**config.mk**
```make
export PLATFORM = sky130hd
export DESIGN_NAME = spi_frame_crc_status
export DESIGN_NICKNAME = d
export VERILOG_FILES = /design/src/hdl/spi_frame_crc_status.v
export VERILOG_INCLUDE_DIRS = /design/src /design/src/common
export SDC_FILE = /design/constraint.sdc
export NUM_CORES = 2
export LEC_CHECK = 0
export BUFFER_PORTS_ARGS = -buffer_cell sky130_fd_sc_hd__buf_4
export CAP_MARGIN = 20
export CORE_UTILIZATION = 48
export CTS_CLUSTER_DIAMETER = 100
export DETAILED_ROUTE_END_ITERATION = 6
export PLACE_DENSITY_LB_ADDON = 0.05
export SLEW_MARGIN = 10
export SYNTH_ARGS = -nofsm -noshare
export SYNTH_HDL_FRONTEND = slang
export SYNTH_SLANG_ARGS = --single-unit
```
**constraint.sdc**
```tcl
create_clock -name clk_i -period 8.6 [get_ports clk_i]
set_input_delay 1.29 -clock clk_i [delete_from_list [all_inputs] [get_ports clk_i]]
set_output_delay 1.29 -clock clk_i [all_outputs]
set_load 0.1 [all_outputs]
```
**src/common/spi_frame_defines.vh**
```
`ifndef SPI_FRAME_DEFINES_VH
`define SPI_FRAME_DEFINES_VH

// Frame layout, bit 0 travels first
`define FRAME_BITS       32
`define ADDR_LSB         0
`define ADDR_MSB         6
`define DIR_BIT          7
`define DATA_LSB         8
`define DATA_MSB         23
`define CRC_LSB          24
`define CRC_MSB          31

// CRC8, polynomial 0x2F
`define CRC_POLY         8'h2F
`define CRC_INIT         8'hFF
`define CRC_XOROUT       8'hFF
`define CRC_FILL_IN      8'hA5
`define CRC_FILL_OUT     8'h5A

// Device modes
`define MODE_INIT        3'h0
`define MODE_NORMAL      3'h1
`define MODE_STOP        3'h2
`define MODE_SLEEP       3'h3
`define MODE_RESTART     3'h4
`define MODE_FAILSAFE    3'h5

// Control registers below this address, status at and above
`define STAT_BASE        7'h40
`define MODE_CTRL_ADDR   7'h01
`define WDOG_CTRL_ADDR   7'h03

// Status register addresses, group order equals summary bit order
`define SUP_STAT_ADDR    7'h40
`define THERMAL_STATUS_REG_ADDR  7'h41
`define BUS_STAT_ADDR    7'h42
`define WAKE_STAT_ADDR   7'h43
`define SUM_HIGHSIDE_BIT_ADDR     7'h44
`define DEV_STAT_ADDR    7'h45
`define DSF_STAT_ADDR    7'h50
`define STAT_GROUPS      7
`define DEV_GROUP        5

// Device status bit positions
`define CMD_REJ_BIT      0
`define CRC_FAIL_BIT     1
`define SRST_IND_BIT     14
`define CRC_STAT_BIT     15

// Reset values
`define CTRL_RST         16'h0000
`define STAT_RST         16'h0000

`endif

```
**src/hdl/spi_frame_crc_status.v**
```verilog
`timescale 1ns/100ps
`include "spi_frame_defines.vh"

module spi_frame_crc_status #(
  parameter CTRL_WORDS = 64
) (
  input  wire          clk_i,
  input  wire          rst_b_i,
  input  wire          ce_i,
  input  wire          sclk_i,
  input  wire          csn_b_i,
  input  wire          sdi_i,
  input  wire [2:0]    mode_i,
  input  wire          crc_active_i,
  input  wire [111:0]  status_set_i,
  output reg           sdo_o,
  output reg           sdo_oe_b_o,
  output reg           wr_stb_o,
  output reg  [6:0]    wr_addr_o,
  output reg  [15:0]   wr_data_o,
  output reg           frame_err_o,
  output wire [111:0]  status_o
);

  function [7:0] crc8;
    input [23:0] d;
    integer      b;
    integer      i;
    reg     [7:0] c;
    begin
      c = `CRC_INIT;
      for (b = 0; b < 3; b = b + 1) begin
        for (i = 7; i >= 0; i = i - 1) begin
          if (c[7] ^ d[b*8+i]) begin
            c = {c[6:0], 1'b0} ^ `CRC_POLY;
          end else begin
            c = {c[6:0], 1'b0};
          end
        end
      end
      crc8 = c ^ `CRC_XOROUT;
    end
  endfunction

  // Pin synchronisers
  reg  [1:0]  sclk_s_q;
  reg  [1:0]  csn_s_q;
  reg  [1:0]  sdi_s_q;
  reg         sclk_p_q;
  reg         csn_p_q;
  reg  [31:0] rx_q;
  reg  [31:0] tx_q;
  reg  [5:0]  fall_cnt_q;
  reg  [5:0]  rise_cnt_q;
  reg         active_q;
  reg         err_q;
  reg  [15:0] ctrl_q [0:CTRL_WORDS-1];
  reg         cmd_rej_set;
  reg         crc_fail_set;
  reg  [15:0] rd_data;
  reg  [6:0]  clr_vec;
  integer     k;
  integer     j;
  integer     r;

  wire        spi_on     = (mode_i == `MODE_INIT) || (mode_i == `MODE_NORMAL) ||
                           (mode_i == `MODE_STOP);
  wire        sclk_fall  = sclk_p_q & ~sclk_s_q[1];
  wire        sclk_rise  = ~sclk_p_q & sclk_s_q[1];
  wire        csn_fall   = csn_p_q & ~csn_s_q[1];
  wire        csn_rise   = ~csn_p_q & csn_s_q[1];
  wire [31:0] rx_next    = {sdi_s_q[1], rx_q[31:1]};
  wire [6:0]  hdr_addr   = rx_next[31:25];
  wire [6:0]  addr       = rx_q[`ADDR_MSB:`ADDR_LSB];
  wire        dir        = rx_q[`DIR_BIT];
  wire [15:0] cmd_data   = rx_q[`DATA_MSB:`DATA_LSB];
  wire [7:0]  cmd_crc    = rx_q[`CRC_MSB:`CRC_LSB];
  wire [111:0] stat_w;
  wire [7:0]  summary;

  // Status registers, one per group
  genvar g;
  generate
    for (g = 0; g < `STAT_GROUPS; g = g + 1) begin : g_stat
      reg  [15:0] q;
      wire [15:0] set_w;
      if (g == `DEV_GROUP) begin : g_dev
        assign set_w = status_set_i[g*16+:16] |
                       ({15'h0000, cmd_rej_set} << `CMD_REJ_BIT) |
                       ({15'h0000, crc_fail_set} << `CRC_FAIL_BIT);
      end else begin : g_plain
        assign set_w = status_set_i[g*16+:16];
      end
      always @(posedge clk_i) begin
        if (!rst_b_i) begin
          q <= `STAT_RST;
        end else if (ce_i) begin
          // Set wins over a clear in the same cycle; no self-clearing
          q <= (clr_vec[g] ? 16'h0000 : q) | set_w;
        end
      end
      if (g == `DEV_GROUP) begin : g_crcstat
        assign stat_w[g*16+:16] = (q & ~(16'h0001 << `CRC_STAT_BIT)) |
                                  ({15'h0000, crc_active_i} << `CRC_STAT_BIT);
      end else begin : g_out
        assign stat_w[g*16+:16] = q;
      end
      if (g == `DEV_GROUP) begin : g_sum_dev
        assign summary[g] = |(stat_w[g*16+:16] & ~(16'h0001 << `CRC_STAT_BIT) &
                              ~(16'h0001 << `SRST_IND_BIT));
      end else begin : g_sum
        assign summary[g] = |stat_w[g*16+:16];
      end
    end
  endgenerate

  assign summary[7] = stat_w[`DEV_GROUP*16+`CMD_REJ_BIT] |
                      stat_w[`DEV_GROUP*16+`CRC_FAIL_BIT];
  assign status_o   = stat_w;

  function [6:0] grp_addr;
    input integer n;
    begin
      case (n)
        0:       grp_addr = `SUP_STAT_ADDR;
        1:       grp_addr = `THERMAL_STATUS_REG_ADDR;
        2:       grp_addr = `BUS_STAT_ADDR;
        3:       grp_addr = `WAKE_STAT_ADDR;
        4:       grp_addr = `SUM_HIGHSIDE_BIT_ADDR;
        5:       grp_addr = `DEV_STAT_ADDR;
        default: grp_addr = `DSF_STAT_ADDR;
      endcase
    end
  endfunction

  // Read data for the address seen after the seventh falling edge
  always @* begin
    rd_data = 16'h0000;
    if (hdr_addr < `STAT_BASE) begin
      if (hdr_addr < CTRL_WORDS) begin
        rd_data = ctrl_q[hdr_addr[5:0]];
      end
    end else begin
      for (k = 0; k < `STAT_GROUPS; k = k + 1) begin
        if (hdr_addr == grp_addr(k)) begin
          rd_data = stat_w[k*16+:16];
        end
      end
    end
  end

  // End of frame decode
  wire frame_done = csn_rise & active_q;
  wire len_ok     = (fall_cnt_q == 6'd32);
  wire len_bad    = (fall_cnt_q != 6'd0) && !len_ok;
  wire rd_dev     = (addr == `DEV_STAT_ADDR) && !dir;
  wire crc_ok     = crc_active_i ? (cmd_crc == crc8(rx_q[23:0]))
                                 : (cmd_crc == `CRC_FILL_IN);
  wire accept     = frame_done && len_ok && (crc_ok || rd_dev);
  wire wr_allowed = (mode_i == `MODE_INIT) || (mode_i == `MODE_NORMAL) ||
                    ((mode_i == `MODE_STOP) &&
                     ((addr == `MODE_CTRL_ADDR) || (addr == `WDOG_CTRL_ADDR)));
  wire is_ctrl    = (addr < `STAT_BASE);
  wire do_write   = accept && dir && is_ctrl && wr_allowed && (addr < CTRL_WORDS);

  always @* begin
    crc_fail_set = frame_done && len_ok && !crc_ok && !rd_dev;
    cmd_rej_set  = accept && dir && is_ctrl && !wr_allowed;
    // Own loop index: a shared one would be driven from several processes
    for (j = 0; j < `STAT_GROUPS; j = j + 1) begin
      clr_vec[j] = accept && dir && (addr == grp_addr(j));
    end
  end

  always @(posedge clk_i) begin
    if (!rst_b_i) begin
      sclk_s_q    <= 2'b00;
      csn_s_q     <= 2'b11;
      sdi_s_q     <= 2'b00;
      sclk_p_q    <= 1'b0;
      csn_p_q     <= 1'b1;
    end else if (ce_i) begin
      sclk_s_q    <= {sclk_s_q[0], sclk_i};
      csn_s_q     <= {csn_s_q[0], csn_b_i};
      sdi_s_q     <= {sdi_s_q[0], sdi_i};
      sclk_p_q    <= sclk_s_q[1];
      csn_p_q     <= csn_s_q[1];
    end
  end

  always @(posedge clk_i) begin
    if (!rst_b_i) begin
      rx_q        <= 32'h0000_0000;
      tx_q        <= 32'h0000_0000;
      fall_cnt_q  <= 6'd0;
      rise_cnt_q  <= 6'd0;
      active_q    <= 1'b0;
      err_q       <= 1'b0;
      sdo_o       <= 1'b0;
      sdo_oe_b_o  <= 1'b1;
      wr_stb_o    <= 1'b0;
      wr_addr_o   <= 7'h00;
      wr_data_o   <= 16'h0000;
      frame_err_o <= 1'b0;
      for (r = 0; r < CTRL_WORDS; r = r + 1) begin
        ctrl_q[r] <= `CTRL_RST;
      end
    end else if (ce_i) begin
      wr_stb_o    <= 1'b0;
      frame_err_o <= err_q;
      if (csn_fall && spi_on) begin
        active_q   <= 1'b1;
        fall_cnt_q <= 6'd0;
        rise_cnt_q <= 6'd0;
        // Summary frozen here: later events show up next frame
        tx_q       <= {24'h00_0000, summary};
        sdo_o      <= err_q;
        sdo_oe_b_o <= 1'b0;
        err_q      <= 1'b0;
      end else if (active_q && !csn_s_q[1]) begin
        if (sclk_fall) begin
          rx_q <= rx_next;
          if (fall_cnt_q != 6'd63) begin
            fall_cnt_q <= fall_cnt_q + 6'd1;
          end
          if (fall_cnt_q == 6'd6) begin
            tx_q[31:8] <= {(crc_active_i ? crc8({rd_data, tx_q[7:0]}) : `CRC_FILL_OUT),
                           rd_data};
          end
        end
        if (sclk_rise) begin
          sdo_o <= (rise_cnt_q < 6'd32) ? tx_q[rise_cnt_q[4:0]] : 1'b0;
          if (rise_cnt_q != 6'd63) begin
            rise_cnt_q <= rise_cnt_q + 6'd1;
          end
        end
      end
      if (csn_rise) begin
        active_q   <= 1'b0;
        sdo_oe_b_o <= 1'b1;
        sdo_o      <= 1'b0;
      end
      if (!spi_on) begin
        active_q   <= 1'b0;
        sdo_oe_b_o <= 1'b1;
      end
      if (frame_done && len_bad) begin
        err_q <= 1'b1;
      end
      if (do_write) begin
        ctrl_q[addr[5:0]] <= cmd_data;
        wr_stb_o          <= 1'b1;
        wr_addr_o         <= addr;
        wr_data_o         <= cmd_data;
      end
    end
  end

endmodule

```
==> metrics.md <==
| Metric | Value |
|---|---|
| Commonest non-fill, non-tap cell in the layout | `edfxtp_1` |
| Vias per inst | `6.264` |
| Sequential area share after synthesis | `62.44%` |
| Initial antenna violation count | `17` |
| Vias in the first global route | `35680` |
| Synth area leaders | `edfxtp_1, mux4_2, dfxtp_1, nor2_1, mux2i_1` |
| Wire per inst | `31.65 um` |
| Adder-cell share of the synthesized area | `0.08839%` |
| Worst slew margin | `25.54%` |
| Synth area leader | `edfxtp_1` |
| Pwr dens | `216.5 nW/um2` |
| Via Count | `37556` |
| Fin. max-slew vios | `0` |
| Simple-Gate Fraction of Synth Area | `12.39%` |
| Final hold slack | `0.4497 ns` |
| Worst vdd ir | `209.4 uV` |
| # hold bufs at CTS | `0` |
| IO Port Bufs | `259` |
| Run status | `completed` |
| Die height | `345.5 um` |
| DPL Wire Length | `123.3 mm` |
| Clock latency on the worst-skew pair | `0.76 ns` |
| Largest net degree at the start of global routing | `80` |
| Io pins | `261` |
| Post-Route WL | `189.8 mm` |
| Setup Skew | `0.03306 ns` |
| Max clock buf depth | `3` |
| Layout cells sized above 1 | `21.65%` |
| Setup TNS | `0 ns` |
| Count of cell types in the netlist | `79` |
| Most frequent cells in the layout | `edfxtp_1, nor2_1, buf_4` |
| Yosys warns | `0` |
| Gate Count Post-Synth | `4179` |
| CP bufs+invs | `2` |
| Core Footprint | `116500 um2` |
| Min-delay worst type | `flop to flop` |
| Antenna-violating nets left | `0` |
| Initial Util | `48.60%` |
| Fin crit share | `74.08%` |
| Final setup margin | `2.229 ns` |
| Slowest-stage cell, CP | `o21ai_2` |
| Total power | `14.00 mW` |
| Die area | `119300 um2` |
| Post-synth EDFFs | `1024` |
| Syn nets | `4305` |
| CP Cell Sequence | `xnor2_1 -> xnor3_1 -> xnor3_2 -> xnor3_1 -> xor3_1 -> mux4_2 -> a22oi_1 -> o21ai_1 -> and4_1 -> buf_4 -> nand2_2 -> buf_4 -> o21ai_2` |
| CTS Sinks | `1254` |
| First-pass GRT wire length | `270.1 mm` |
| Final Hold Viols | `0` |
| Slew @ Worst Pin | `1.117 ns` |
| Mux cell area share after synthesis | `13.96%` |
| Row count | `125` |
| Post-synth top flop | `edfxtp_1` |
| Post-CTS Resized | `0` |
| Area grow syn2layout | `14.25%` |
| Mapped Avg Cell Area | `13.55 um2` |
| RSZ-0062 raised after global routing | `false` |
| 1st-pass router iterations | `6` |
| Family with the most delay on the worst path | `XOR/XNOR gates` |
| Minimum clock period | `6.371 ns` |
| Num CTS Buffers | `141` |
| H-tree level count | `4` |
| Synth Area in Compound Gates | `5.361%` |
| Largest family of logic cells by synthesized area | `multiplexers` |
| CP endpoint kind | `flop` |
| Clk pin slew, worst setup/hold paths | `0.05 ns` |
| XOR/XNOR Fraction of Synth Area | `2.623%` |
| Worst EP required | `8.95 ns` |
| DR iter-0 viols | `4857` |
| Worst Path Max Fanout | `45` |
| Max_cap viols | `0` |
| Die X-Extent | `345.5 um` |
| Fmax | `157.0 MHz` |
| Net count, final | `4490` |
| DRC viols | `0` |
| Critical path class | `flop to flop` |
| Critical path's largest stage delay | `0.91 ns` |
| Mapped Area | `56620 um2` |
| Final setup fails | `0` |
| Seq cells post-synth | `1254` |
| DP Worst Slack | `2.277 ns` |
| Post-synth top area share | `54.30%` |
| CP startpoint kind | `flop` |
| Leakage power total | `21.53 nW` |
| Dpl cells | `5738` |
| Tot GR Track Use | `31.61%` |
| CP arrival | `6.72 ns` |
| Placer Congestion | `0.8916` |
| Post-CTS Setup Inserts | `0` |
| Gr ovfl total | `0` |
| CTS Root Cell | `clkbuf_16` |
| Post-synthesis async set-or-reset flop share | `0%` |
| Non-filler instance count after layout | `5996` |
| CTS tree | `done` |
## cells in the mapped netlist (65+ instances only)
library cell and number:
dfxtp_1 230, clkbuf_1 247, edfxtp_1 1024, and2_1 163, nor3_1 75, mux2i_1 137
and3_1 93, xnor2_1 65, nand2_1 176, o21ai_0 75, buf_2 73, nor2_1 865
a22o_1 120, nand3_1 74, a21oi_1 71, mux4_2 260
## power breakdown
group | leakage [nW] | internal [mW] | switching [mW]
Combinational | 7.77 | 0.401 | 0.766
Clock | 2.16 | 3.42 | 2.44
Sequential | 11.6 | 6.83 | 0.138
## worst reg2reg max path, cell delays in order, from the launching register on
cell     delay (ns)
dfxtp_4        0.80
xnor2_1        0.26
xnor3_1        0.44
xnor3_2        0.48
xnor3_1        0.39
xor3_1         0.53
mux4_2         0.38
a22oi_1        0.06
o21ai_1        0.18
and4_1         0.19
buf_4          0.41
nand2_2        0.47
buf_4          0.45
o21ai_2        0.92
## sequential cells by signal (all words and copies together) (netlist names), 2 cells and up, named ones only
signal and count:
ctrl_q 1024, g_stat.q 111, rx_q 32, tx_q 32, wr_data_o 16, wr_addr_o 7
fall_cnt_q 6, rise_cnt_q 6, csn_s_q 2, sclk_s_q 2, sdi_s_q 2
## logic make-up (layout without fill, tap and decap cells)
kind of cell	count (synthesis)	after routing
muxes	433	433
adders and majority gates	4	4
buffers and inverters	389	677
and+or+nand+nor	1557	1557
DFF	1254	1254
other	0	5
xor gates and xnor gates	126	126
AOI/OAI and AO/OA	416	416
## final timing paths
check                        startpoint                           to  slack, ns  depth (start not counted)
setup reg to reg   rx_q[3]$_SDFFE_PN0P_  ctrl_q[47][8]$_SDFFCE_PN0P_       2.23                         13
setup / recovery   rx_q[3]$_SDFFE_PN0P_  ctrl_q[47][8]$_SDFFCE_PN0P_       2.23                         13
hold reg to reg   tx_q[28]$_SDFFE_PN0P_        tx_q[28]$_SDFFE_PN0P_       0.45                          1
hold / removal    tx_q[28]$_SDFFE_PN0P_        tx_q[28]$_SDFFE_PN0P_       0.45                          1
## routing by layer
metal  routed length (um)  GRT usage, %  share of wire (%)  vias to the layer above
met5                   24             0              0.013                        -
met4                 5909         9.858                3.1                        4
met3                19630         6.341                 10                      279
met2                84860         46.70                 45                     1935
met1                79360         47.04                 42                    19424
li1                     -             -                  -                    15914
## area by class of cell
type	instances	area [um2]
fillers	9636	51820
diodes	5	12.51
multi-input cells	2536	19670
clock buffers	186	3906
well taps	1524	1907
inverters	14	55.05
repair buffers	417	3251
flip-flops and latches	1254	35380
clock inverters	60	518.0
## metrics by stage
step	utilization [%]	instance area [um2]
floorplan	-	56620
global placement	51.61	60130
detailed placement	51.66	60190
CTS	55.45	64610
global route	55.52	64690
finish	55.52	64690
Note: power is estimated with default switching activity, not from simulation.
